===== config.mk =====
export PLATFORM = sky130hd
export DESIGN_NAME = rtc_supervisor
export DESIGN_NICKNAME = d
export VERILOG_FILES = /design/src/pkg/rtc_sup_pkg.sv /design/src/logic/mr_debounce.sv /design/src/logic/osc_monitor.sv /design/src/logic/rtc_supervisor.sv
export SDC_FILE = /design/constraint.sdc
export NUM_CORES = 1
export LEC_CHECK = 0
export BUFFER_PORTS_ARGS = -buffer_cell sky130_fd_sc_hd__buf_2
export CORE_ASPECT_RATIO = 0.7
export CORE_MARGIN = 8
export CORE_UTILIZATION = 50
export CTS_BUF_LIST = sky130_fd_sc_hd__clkbuf_4
export DETAILED_ROUTE_END_ITERATION = 7
export PLACE_DENSITY = 0.74
export REMOVE_ABC_BUFFERS = 1
export SETUP_SLACK_MARGIN = 0.05
export SLEW_MARGIN = 5
export SYNTH_ARGS = -nofsm -noshare
export SYNTH_HDL_FRONTEND = slang
export SYNTH_SLANG_ARGS = --single-unit

===== constraint.sdc =====
create_clock -name aclk -period 2.71 [get_ports aclk]
set_clock_uncertainty 0.15 [all_clocks]
set_input_delay 0 -clock aclk [delete_from_list [all_inputs] [get_ports aclk]]
set_output_delay 0 -clock aclk [all_outputs]
set_load 0.02 [all_outputs]

===== src/pkg/rtc_sup_pkg.sv =====
`default_nettype none
package rtc_sup_pkg;

  // ********************************************************************
  // Timing
  // ********************************************************************
  localparam int unsigned CLK_HZ           = 40_000_000;
  localparam int unsigned CYC_PER_MS       = CLK_HZ / 1000;
  localparam int unsigned OSC_HZ           = 32768;
  localparam int unsigned RESET_HOLD_MS    = 140;
  localparam int unsigned RESET_HOLD_CYC   = RESET_HOLD_MS * CYC_PER_MS;
  localparam int unsigned DEBOUNCE_MS      = 20;
  localparam int unsigned DEBOUNCE_CYC     = DEBOUNCE_MS * CYC_PER_MS;
  localparam int unsigned WD_T0_MS         = 100;
  localparam int unsigned WD_T1_MS         = 200;
  localparam int unsigned WD_T2_MS         = 800;
  localparam int unsigned WD_T3_MS         = 1600;
  localparam int unsigned WD_T0_CYC        = WD_T0_MS * CYC_PER_MS;
  localparam int unsigned WD_T1_CYC        = WD_T1_MS * CYC_PER_MS;
  localparam int unsigned WD_T2_CYC        = WD_T2_MS * CYC_PER_MS;
  localparam int unsigned WD_T3_CYC        = WD_T3_MS * CYC_PER_MS;
  localparam int unsigned OSC_FAIL_PERIODS = 30;
  localparam int unsigned OSC_FAIL_CYC     = OSC_FAIL_PERIODS * CLK_HZ / OSC_HZ;

  // ********************************************************************
  // Oscillator divider taps
  // ********************************************************************
  localparam int unsigned PRESC_W     = 15;
  localparam int unsigned CADENCE_BIT = 14;
  localparam int unsigned TONE_1K_BIT = 4;
  localparam int unsigned TONE_2K_BIT = 3;
  localparam int unsigned TONE_4K_BIT = 2;
  localparam int unsigned TONE_8K_BIT = 1;

  // ********************************************************************
  // Register map
  // ********************************************************************
  localparam int unsigned ADDR_W       = 8;
  localparam logic [7:0]  CONFIG_OFS   = 8'h00;
  localparam logic [7:0]  STATUS_OFS   = 8'h04;
  localparam int unsigned CFG_W        = 7;
  localparam logic [6:0]  CONFIG_RST   = 7'h00;
  localparam int unsigned CFG_WD_EN    = 0;
  localparam int unsigned CFG_WD_SEL   = 1;
  localparam int unsigned CFG_TONE_SEL = 3;
  localparam int unsigned CFG_BUZZ_SRC = 5;
  localparam int unsigned CFG_BUZZ_ON  = 6;
  localparam int unsigned STS_OSC_FAIL = 0;
  localparam int unsigned STS_IN_RST   = 1;
  localparam int unsigned STS_BATT     = 2;
  localparam int unsigned STS_ALARM    = 3;
  localparam int unsigned STS_PINS     = 4;
  localparam logic [1:0]  RESP_OKAY    = 2'h0;
  localparam logic [1:0]  RESP_SLVERR  = 2'h2;

  typedef struct packed {
    logic              awvalid;
    logic [ADDR_W-1:0] awaddr;
    logic              wvalid;
    logic [31:0]       wdata;
    logic [3:0]        wstrb;
    logic              bready;
    logic              arvalid;
    logic [ADDR_W-1:0] araddr;
    logic              rready;
  } axil_req_s;

  typedef struct packed {
    logic        awready;
    logic        wready;
    logic        bvalid;
    logic [1:0]  bresp;
    logic        arready;
    logic        rvalid;
    logic [31:0] rdata;
    logic [1:0]  rresp;
  } axil_rsp_s;

  typedef struct packed {
    logic o;
    logic oe;
  } od_pin_s;

endpackage : rtc_sup_pkg
`default_nettype wire


===== src/logic/mr_debounce.sv =====
`default_nettype none
module mr_debounce
  import rtc_sup_pkg::*;
#(
  parameter int unsigned STABLE_CYC = DEBOUNCE_CYC
) (
  input  wire logic aclk,
  input  wire logic aresetn,
  input  wire logic raw_n,
  output logic      level_n
);

  logic        sample_q;
  logic [31:0] cnt_q;

  // A new level is taken only after it has stood for the whole window.
  always_ff @(posedge aclk) begin
    if (!aresetn) begin
      sample_q <= 1'b1;
      cnt_q    <= 32'h0;
      level_n  <= 1'b1;
    end else begin
      sample_q <= raw_n;
      if (sample_q == level_n) begin
        cnt_q <= 32'h0;
      end else if (cnt_q >= STABLE_CYC - 1) begin
        level_n <= sample_q;
        cnt_q   <= 32'h0;
      end else begin
        cnt_q <= cnt_q + 32'h1;
      end
    end
  end
endmodule : mr_debounce
`default_nettype wire


===== src/logic/osc_monitor.sv =====
`default_nettype none
module osc_monitor
  import rtc_sup_pkg::*;
#(
  parameter int unsigned FAIL_CYC = OSC_FAIL_CYC
) (
  input  wire logic aclk,
  input  wire logic aresetn,
  input  wire logic osc_in,
  output logic      tick,
  output logic      fail
);

  logic        osc_q;
  logic        osc_qq;
  logic [31:0] gap_q;
  wire         rise = osc_q && !osc_qq;
  wire         gap_full = gap_q >= FAIL_CYC - 1;

  // The gap counter measures time since the last oscillator rising edge.
  always_ff @(posedge aclk) begin
    if (!aresetn) begin
      osc_q  <= 1'b0;
      osc_qq <= 1'b0;
      gap_q  <= 32'h0;
      tick   <= 1'b0;
      fail   <= 1'b0;
    end else begin
      osc_q  <= osc_in;
      osc_qq <= osc_q;
      tick   <= rise;
      if (rise) begin
        gap_q <= 32'h0;
        fail  <= 1'b0;
      end else if (gap_full) begin
        fail <= 1'b1;
      end else begin
        gap_q <= gap_q + 32'h1;
      end
    end
  end
endmodule : osc_monitor
`default_nettype wire


===== src/logic/rtc_supervisor.sv =====
// Contract
// - Battery flag output pulled low while running from the backup battery.
// - Resets held during low supply or manual reset, then for hold time.
// - Enabled watchdog without strobe in timeout asserts resets for hold time.
// - Watchdog timeout period comes from a configuration register field.
// - Manual reset is active low, pulled up, and debounced into one request.
// - Active-high reset output is always the complement of the active-low one.
// - Chip enable passes through only while no reset is active.
// - Power-fail output low in reset, else high while monitor input is above.
// - Buzzer tone is one of 1.024, 2.048, 4.096 or 8.192 kHz.
// - Buzzer turns on by alarm or by a configuration bit, as selected.
// - Active buzzer tone is gated by a 1 Hz cadence, half on half off.
// - Crystal fail raised after about thirty missed oscillator cycles.
// - Crystal fail is also readable as a status register bit.
// - Crystal fail output is open drain and active low.
// - Alarm output is open drain, active low, active on the alarm condition.
// - Timekeeping clock comes from the 32.768 kHz oscillator.
// - Registers are reached only through the serial register port; the code uses a parallel AXI-Lite slave port instead.
`default_nettype none
module rtc_supervisor
  import rtc_sup_pkg::*;
#(
  parameter int unsigned HOLD_CYC = RESET_HOLD_CYC,
  parameter int unsigned DEB_CYC  = DEBOUNCE_CYC,
  parameter int unsigned WD0_CYC  = WD_T0_CYC,
  parameter int unsigned WD1_CYC  = WD_T1_CYC,
  parameter int unsigned WD2_CYC  = WD_T2_CYC,
  parameter int unsigned WD3_CYC  = WD_T3_CYC,
  parameter int unsigned FAIL_CYC = OSC_FAIL_CYC
) (
  input  wire logic      aclk,
  input  wire logic      aresetn,
  input  wire axil_req_s axil_req,
  output var axil_rsp_s  axil_rsp,
  input  wire logic      vcc_low_in,
  input  wire logic      on_battery_in,
  input  wire logic      manual_reset_n,
  input  wire logic      watchdog_strobe_in,
  input  wire logic      supply_monitor_in,
  input  wire logic      ce_in_n,
  input  wire logic      osc_clk_in,
  input  wire logic      alarm_match_in,
  input  wire logic [3:0] od_pins_in,
  output var od_pin_s    reset_od,
  output var od_pin_s    battery_mode_flag_n,
  output var od_pin_s    osc_fail_out_n,
  output var od_pin_s    alarm_out_n,
  output logic           reset_out,
  output logic           ce_out_n,
  output logic           supply_fail_out_n,
  output logic           buzzer_drive
);

  // ********************************************************************
  // Helpers
  // ********************************************************************
  function automatic logic [31:0] wd_limit(input logic [1:0] sel);
    case (sel)
      2'h0:    wd_limit = WD0_CYC;
      2'h1:    wd_limit = WD1_CYC;
      2'h2:    wd_limit = WD2_CYC;
      default: wd_limit = WD3_CYC;
    endcase
  endfunction : wd_limit

  function automatic logic tone_pick(input logic [PRESC_W-1:0] div,
                                     input logic [1:0] sel);
    case (sel)
      2'h0:    tone_pick = div[TONE_1K_BIT];
      2'h1:    tone_pick = div[TONE_2K_BIT];
      2'h2:    tone_pick = div[TONE_4K_BIT];
      default: tone_pick = div[TONE_8K_BIT];
    endcase
  endfunction : tone_pick

  // ********************************************************************
  // Declarations
  // ********************************************************************
  logic [CFG_W-1:0]   config_q;
  logic [31:0]        hold_q;
  logic [31:0]        wd_cnt_q;
  logic               in_reset_q;
  logic               strobe_q;
  logic [PRESC_W-1:0] div_q;
  logic               mr_level_n;
  logic               osc_tick;
  logic               osc_fail;

  // ********************************************************************
  // Submodules
  // ********************************************************************
  mr_debounce #(
    .STABLE_CYC (DEB_CYC)
  ) u_debounce (
    .aclk    (aclk),
    .aresetn (aresetn),
    .raw_n   (manual_reset_n),
    .level_n (mr_level_n)
  );

  osc_monitor #(
    .FAIL_CYC (FAIL_CYC)
  ) u_osc (
    .aclk    (aclk),
    .aresetn (aresetn),
    .osc_in  (osc_clk_in),
    .tick    (osc_tick),
    .fail    (osc_fail)
  );

  // ********************************************************************
  // Reset generation and watchdog
  // ********************************************************************
  wire       wd_en      = config_q[CFG_WD_EN];
  wire [1:0] wd_sel     = config_q[CFG_WD_SEL +: 2];
  wire       strobe     = watchdog_strobe_in != strobe_q;
  wire       wd_fire    = wd_en && !in_reset_q && (wd_cnt_q >= wd_limit(wd_sel) - 1);
  wire       rst_cond   = vcc_low_in || !mr_level_n;
  wire       trig       = rst_cond || wd_fire;
  wire       in_reset_d = trig || (hold_q != 32'h0);

  always_ff @(posedge aclk) begin
    if (!aresetn) begin
      hold_q     <= HOLD_CYC;
      in_reset_q <= 1'b1;
    end else begin
      in_reset_q <= in_reset_d;
      if (trig) begin
        hold_q <= HOLD_CYC;
      end else if (hold_q != 32'h0) begin
        hold_q <= hold_q - 32'h1;
      end
    end
  end

  // Any transition on the strobe input restarts the timeout.
  always_ff @(posedge aclk) begin
    if (!aresetn) begin
      strobe_q <= 1'b0;
      wd_cnt_q <= 32'h0;
    end else begin
      strobe_q <= watchdog_strobe_in;
      if (in_reset_q || !wd_en || strobe) begin
        wd_cnt_q <= 32'h0;
      end else begin
        wd_cnt_q <= wd_cnt_q + 32'h1;
      end
    end
  end

  // ********************************************************************
  // Buzzer
  // ********************************************************************
  wire buzz_src    = config_q[CFG_BUZZ_SRC];
  wire buzz_active = buzz_src ? alarm_match_in : config_q[CFG_BUZZ_ON];
  wire cadence_on  = div_q[CADENCE_BIT];
  wire tone        = tone_pick(div_q, config_q[CFG_TONE_SEL +: 2]);

  always_ff @(posedge aclk) begin
    if (!aresetn) begin
      div_q <= '0;
    end else if (osc_tick) begin
      div_q <= div_q + 1'b1;
    end
  end

  // ********************************************************************
  // Pin outputs
  // ********************************************************************
  always_ff @(posedge aclk) begin
    if (!aresetn) begin
      reset_od            <= '{o: 1'b0, oe: 1'b1};
      reset_out           <= 1'b1;
      ce_out_n            <= 1'b1;
      supply_fail_out_n   <= 1'b0;
      buzzer_drive        <= 1'b0;
      battery_mode_flag_n <= '{o: 1'b0, oe: 1'b0};
      osc_fail_out_n      <= '{o: 1'b0, oe: 1'b0};
      alarm_out_n         <= '{o: 1'b0, oe: 1'b0};
    end else begin
      reset_od            <= '{o: 1'b0, oe: in_reset_d};
      reset_out           <= in_reset_d;
      ce_out_n            <= in_reset_d | ce_in_n;
      supply_fail_out_n   <= !in_reset_d && supply_monitor_in;
      buzzer_drive        <= buzz_active && cadence_on && tone;
      battery_mode_flag_n <= '{o: 1'b0, oe: on_battery_in};
      osc_fail_out_n      <= '{o: 1'b0, oe: osc_fail};
      alarm_out_n         <= '{o: 1'b0, oe: alarm_match_in};
    end
  end

  // ********************************************************************
  // Register slave
  // ********************************************************************
  wire wr_start = axil_req.awvalid && axil_req.wvalid
                  && !axil_rsp.awready && !axil_rsp.bvalid;
  wire wr_fire  = axil_rsp.awready;
  wire wr_cfg   = axil_req.awaddr == CONFIG_OFS;
  wire wr_hit   = wr_cfg || axil_req.awaddr == STATUS_OFS;
  wire rd_start = axil_req.arvalid && !axil_rsp.arready && !axil_rsp.rvalid;
  wire rd_fire  = axil_rsp.arready;
  wire rd_cfg   = axil_req.araddr == CONFIG_OFS;
  wire rd_sts   = axil_req.araddr == STATUS_OFS;

  wire [31:0] status_word = {24'h0, od_pins_in, alarm_out_n.oe,
                             battery_mode_flag_n.oe, in_reset_q, osc_fail};
  wire [31:0] rd_word = rd_cfg ? {25'h0, config_q} :
                        rd_sts ? status_word : 32'h0;

  always_ff @(posedge aclk) begin
    if (!aresetn) begin
      axil_rsp <= '0;
      config_q <= CONFIG_RST;
    end else begin
      axil_rsp.awready <= wr_start;
      axil_rsp.wready  <= wr_start;
      axil_rsp.arready <= rd_start;
      if (wr_fire) begin
        axil_rsp.bvalid <= 1'b1;
        axil_rsp.bresp  <= wr_hit ? RESP_OKAY : RESP_SLVERR;
        if (wr_cfg && axil_req.wstrb[0]) begin
          config_q <= axil_req.wdata[CFG_W-1:0];
        end
      end else if (axil_req.bready) begin
        axil_rsp.bvalid <= 1'b0;
      end
      if (rd_fire) begin
        axil_rsp.rvalid <= 1'b1;
        axil_rsp.rdata  <= rd_word;
        axil_rsp.rresp  <= (rd_cfg || rd_sts) ? RESP_OKAY : RESP_SLVERR;
      end else if (axil_req.rready) begin
        axil_rsp.rvalid <= 1'b0;
      end
    end
  end
endmodule : rtc_supervisor
`default_nettype wire


## Word level (Yosys, flattened, before mapping)

Index checks and enable logic that the tools add are counted.

| storage, ports and cells | value |
|---|---|
| register bits | 208 |
| latch bits | 0 |
| memory bits (writable) | 0 |
| ROM bits | 0 |
| input bits | 71 |
| memories | 0 |

| cells by class | value |
|---|---|
| $add $sub $neg | 6 |
| $mul | 0 |
| divide/modulo/power cells | 0 |
| order comparisons | 3 |
| equal/unequal tests | 8 |
| shifts and indexed selects | 0 |
| mux-type cells | 11 |
| bitwise gates (word level) | 3 |
| reductions and logical operators | 41 |

Operators with widths:

| kind | count |
|---|---|
| adder 32 x 1 -> 32 bit (second input constant) | 3 |
| case mux 26 bit (3 select lines) | 1 |
| subtractor 32 x 1 -> 32 bit (second input constant) | 2 |
| greater-or-equal comparator 32 x 16 -> 1 bit (second input constant) | 1 |
| greater-or-equal comparator 32 x 20 -> 1 bit (second input constant) | 1 |
| greater-or-equal comparator 32 bit | 1 |
| nonzero test 32 bit | 1 |
| equality test 8 x 3 -> 1 bit (second input constant) | 2 |
| logical NOT 8 bit | 2 |
| two-way mux 8 bit | 2 |
| adder 15 x 1 -> 15 bit (second input constant) | 1 |
| logical AND 1 bit | 12 |
| logical NOT 1 bit | 9 |
| logical OR 1 bit | 7 |
| OR reduction 2 bit | 3 |
| two-way mux 1 bit | 5 |
| equality test 2 x 1 -> 1 bit (second input constant) | 2 |
| equality test 2 bit (second input constant) | 2 |
| logical NOT 2 bit | 2 |
| two-way mux 2 bit | 2 |
| AND reduction 2 bit | 2 |
| nonzero test 2 bit | 2 |
| case mux 1 bit (3 select lines) | 1 |
| OR reduction 3 bit | 1 |
| other kinds (4) | 5 |

## Longest topological paths before layout

| depth | value |
|---|---|
| word-level depth | 9 |
| mapped depth | 10 |
| mapped depth without buffers | 9 |

## Cells and area by module

From an unflattened synthesis, not the netlist that was laid out.

| unflattened totals | value |
|---|---|
| cells, all modules | 901 |
| area total of the unflattened synthesis | 8,348.0 µm² |

Modules (own cells, without submodules):

| module | times used | cells an instance | area each (µm²) |
|---|---|---|---|
| rtc_supervisor | 1 | 628 | 5,681.7 |
| osc_monitor | 1 | 148 | 1,396.3 |
| mr_debounce | 1 | 125 | 1,270.0 |

## Worst setup path before layout

No wires, ideal clock.

| timing path | value |
|---|---|
| path type | reg-to-reg |
| start | register config_q[2] |
| end | register hold_q[22] |
| data arrival time | 2.651 ns |
| required time | 2.415 ns |
| slack | -0.236 ns |
| stages on the path, launching flop included | 11 |
| buffers on the path | 1 |
| cell sequence | dfxtp_1 > inv_1 > ha_1 > or4_1 > ha_1 > a21o_1 > a21oi_1 > nor2b_1 > o41ai_1 > clkbuf_1 > o2111ai_1 |

| between the ends | value |
|---|---|
| word-level cells in the longest chain between the ends | 7 |
| elaborated cells on any way between the ends | 9 |
| those cells by class | 1 x add/sub; 1 x order compare; 2 x eq/ne; 1 x mux; 4 x reduce/logical |

Ends and longest elaborated chain:

| item | line | source |
|---|---|---|
| start: declaration | rtc_supervisor.sv:79 | `logic [CFG_W-1:0] config_q;` |
| start signal: assignment | rtc_supervisor.sv:222 | `config_q <= axil_req.wdata[CFG_W-1:0];` |
| equality test 2 bit (tied with other cells) | rtc_supervisor.sv:58 | `case (sel)` |
| case mux 26 bit (3 select lines) (*) | rtc_supervisor.sv:58 |  |
| subtractor 32 x 1 -> 32 bit (*) | rtc_supervisor.sv:117 | `wire wd_fire = wd_en && !in_reset_q && (wd_cnt_q >= wd_limit(wd_sel) - 1);` |
| greater-or-equal comparator 32 bit (*) | rtc_supervisor.sv:117 |  |
| logical AND 1 bit (*) | rtc_supervisor.sv:117 |  |
| logical OR 1 bit (*) | rtc_supervisor.sv:119 | `wire trig = rst_cond \|\| wd_fire;` |
| OR reduction 2 bit (no source line) (*) | -- |  |
| end signal: assignment | rtc_supervisor.sv:131 | `hold_q <= hold_q - 32'h1;` |
| end: declaration | rtc_supervisor.sv:80 | `logic [31:0] hold_q;` |

Mark *: on every way between the ends. The rest lies on a longest branch, timed or not.
A chain may end at the register's enable or synchronous reset.

## Worst setup path after layout

| timing path | value |
|---|---|
| start | register config_q[1] |
| end | register hold_q[29] |

Same word-level chain as after synthesis.

==> results_dict.tcl <==
set metrics [dict create \
    status "finished, violations left" \
    violations "negative setup slack" \
    fin_crit_sh 1.07 \
    track_usage 0.184 \
    clock_path_buffers 2 \
    fillers 1336 \
    clk_latency_ns 0.60 \
    use_met3 0.0530 \
    final_core_util 0.625 \
    placed_cells 1190 \
    p_comb_frac 0.093 \
    synth_flop_cell "dfxtp_1" \
    die_area_mm2 0.0209 \
    syn_area_mm2 0.00824 \
    cp_max_fo 6 \
    synth_edf_count 0 \
    cts.sinks 178 \
    die_h_um 123 \
    clk_pin_slew_ns 0.16 \
    hold_viol_final 0 \
    layout_min_cycle_time_ns 2.89 \
    worst_slack_ns -0.182 \
    ctsRootBufferMaster "clkbuf_4" \
    num_io_pins 124 \
    dp_slack_ns -0.117 \
    endpoint_kind "register" \
    cp.arrival_ns 3.26 \
    setup_viol 35 \
    p_seq_frac 0.591 \
    powerDensity_mw_per_mm2 453 \
    max_stage_delay_ns 0.54 \
    tritoncts "built" \
    cts_max_level 4 \
    drt_wl_total_um 19400 \
    cp.required_ns 3.08 \
    rsz0062_at_grt "yes" \
    clock_power_share 0.316 \
    irDropWorstVdd_uv 270 \
    grtUsageMet1 0.232 \
    synthToLayoutAreaGrowth_pct 23.3 \
    overflow 0 \
    wl_per_cell_um 15.0 \
    p_int_mw 3.29 \
    antenna_found_initial 0 \
    use_met2 0.301 \
    cts_made_buffers 17 \
    syn_inst 896 \
    drive_above_1_share 0.185 \
    gp_congestion 0.787 \
    crit_type "reg2reg" \
    coreArea_mm2 0.0162 \
    hold_class "in2reg" \
    row_count 39 \
    worst_pin_slew_ns 0.739 \
    grt-busiest-layer "met2" \
    vias 6904 \
    swShare 0.285 \
    synthArstFlopShare 0 \
    ant_nets 0 \
    syn-mean-instance-area_um2 9.20 \
    crit_chain "buf_6 -> ha_4 -> or4_4 -> ha_4 -> a21o_1 -> a21oi_1 -> nor2b_1 -> o41a_1 -> buf_6 -> clkbuf_16 -> a211oi_1" \
    yosysSeqAreaShare 0.432 \
    first_pass_iters 5 \
    remaining_drc_errors 0 \
    startpoint_type "register" \
    slew_headroom 0.503 \
    num-nets-final 1158 \
    hpwl_um 12100 \
    viasPerCell 5.33 \
    ys_seq_elements 178 \
    slew_violations 0 \
    fmax_mhz 346 \
    final_cells 1295 \
    critPathSlowestCell "or4_4" \
    drtIter0Drc 455 \
    grt_max_degree 43 \
    grt_pass1_vias 6564 \
    start_util 0.507 \
    synth.distinct_cells 62 \
    grt_pass1_wl_um 31500 \
    p_leak_nw 3.82 \
    die_w_um 169 \
    maxCapViolCount 0 \
    synth.yosys.warnings 0 \
    p_sw_mw 1.31 \
    port-buffer-count 65 \
]
[metrics by stage]
step	instance area [µm²]	power, mW	hold slack, ns	TNS [ns]
detailed placement	8880	3.11	0.0601	-2.82
floorplan	8010	2.98	-0.0881	-13.68
CTS	10000	4.61	0.0644	-1.54
finish	10200	4.60	0.153	-4.28
global route	10200	4.79	0.147	-6.27
global placement	8880	3.10	0.0574	-1.47
[layer usage]
metal	part of all wire	vias to the layer above	wire length [µm]
met5	0	-	0
met4	0.025	0	493
met3	0.042	41	821
met2	0.47	130	9160
met1	0.46	3247	8950
li1	-	3486	-
[final timing paths]
path / start / to / slack, ns / cells after the start
worst max-delay path: config_q[1]$_SDFFE_PN0P_ / hold_q[29]$_SDFFE_PP0P_ / -0.18 / 11
worst min-delay path: vcc_low_in / hold_q[16]$_SDFFE_PP1P_ / 0.15 / 5
worst max register to register: config_q[1]$_SDFFE_PN0P_ / hold_q[29]$_SDFFE_PP0P_ / -0.18 / 11
worst min register to register: u_debounce.cnt_q[0]$_SDFF_PP0_ / u_debounce.cnt_q[0]$_SDFF_PP0_ / 0.33 / 1
[flip-flops by register name, indices dropped and copies added (netlist names), 7 cells and up]
register and flops:
axil_rsp 13, config_q 7, div_q 15, hold_q 32
u_debounce.cnt_q 32, u_osc.gap_q 32, wd_cnt_q 32
[synth_stat cells (3+ instances only)]
cell type,instances,share of area
dfxtp_1,178,0.43
nor2_1,66,0.030
nand2_1,49,0.022
and2_1,40,0.030
xnor2_1,40,0.042
nand3_1,37,0.022
buf_4,34,0.031
ha_1,32,0.049
clkbuf_1,31,0.014
nand4_1,30,0.023
o21ai_0,28,0.017
a21oi_1,26,0.016
inv_1,24,0.011
nor3_1,24,0.015
nor4_1,24,0.018
xor2_1,24,0.025
or4_1,23,0.021
mux2i_1,21,0.025
or3_1,21,0.016
o31ai_1,20,0.018
a211oi_1,18,0.016
nor2b_1,13,0.0099
and3_1,11,0.0083
and4_1,8,0.0085
nand2b_1,7,0.0053
a21o_1,4,0.0036
o41ai_1,4,0.0042
a21boi_1,3,0.0027
nand3b_1,3,0.0027
nand4b_1,3,0.0032
o21a_1,3,0.0027
or2_2,3,0.0023
or4_4,3,0.0041
or4b_1,3,0.0036
[cells in the final DEF, fill, tap and decap left out, types with 4 or more instances in the layout]
master         instances
nor4_1                23
buf_4                 33
inv_6                  5
inv_1                 22
xor2_1                24
or4_1                 22
a21boi_1               4
nand2_1               49
a211oi_2              13
o31ai_1               20
buf_2                 65
and3_1                11
nand4_1               30
or4_4                  4
and4_1                 8
nand3_1               32
nand2b_1               7
dfxtp_1              176
ha_1                  27
and2_1                40
dlygate4sd3_1         61
o21ai_0               28
nor3_2                 4
buf_6                  4
a21o_1                 4
nor3_1                18
clkinv_4               4
a21oi_1               24
a211oi_1               5
clkbuf_4              18
xnor2_1               40
nor2b_1               13
nand3_2                5
conb_1                42
nor2_1                65
mux2i_1               21
or3_1                 21
[what timing repair did]
| action | 4_1_cts | 5_1_grt |
|---|---|---|
| hold buffers | 61 | 0 |
| pin swaps | 4 | 6 |
| buffers inserted | 3 | 2 |
| endpoints found under the setup margin | 35 | 35 |
| endpoints found under the hold margin | 82 | 0 |
| cloned | 3 | 2 |
| gates resized for setup | 42 | 15 |
[cells by family after synthesis]
family	share of synthesized area
fa+ha+maj	0.0486
other cells	0.000455
buf+inv	0.0581
mux	0.0310
compound gates	0.0973
flops	0.432
simple gates	0.264
xor+xnor	0.0680
[area by class of cell]
class | count | area, µm² | area share
Tap cell | 225 | 282 | 0.0277
Clock buffer | 18 | 135 | 0.0133
Timing Repair Buffer | 167 | 1330 | 0.131
Antenna cell | 2 | 5.00 | 0.000492
Multi-Input combinational cell | 667 | 4610 | 0.454
Inverter | 24 | 90.1 | 0.00886
Clock inverter | 14 | 141 | 0.0139
Sequential cell | 178 | 3570 | 0.351
[critical path: cells and delay by family (launching register included)]
| family | cells | cell delay, ns |
|---|---|---|
| AO/OA/AOI/OAI | 4 | 0.85 |
| AND/OR/NAND/NOR | 2 | 0.61 |
| buffers and inverters | 3 | 0.44 |
| flip-flops | 1 | 0.39 |
| adder cells (fa/ha/maj) | 2 | 0.38 |
[power by group through the flow]
stage	Clock, mW	Sequential (mW)	Combinational (mW)
after floorplan	0	2.77	0.208
after global placement	0	2.77	0.327
final	1.45	2.72	0.429
after detailed placement	0	2.77	0.336
after CTS	1.48	2.72	0.409
after global routing	1.59	2.73	0.469
No activity file was read; power rests on OpenSTA's default activity.
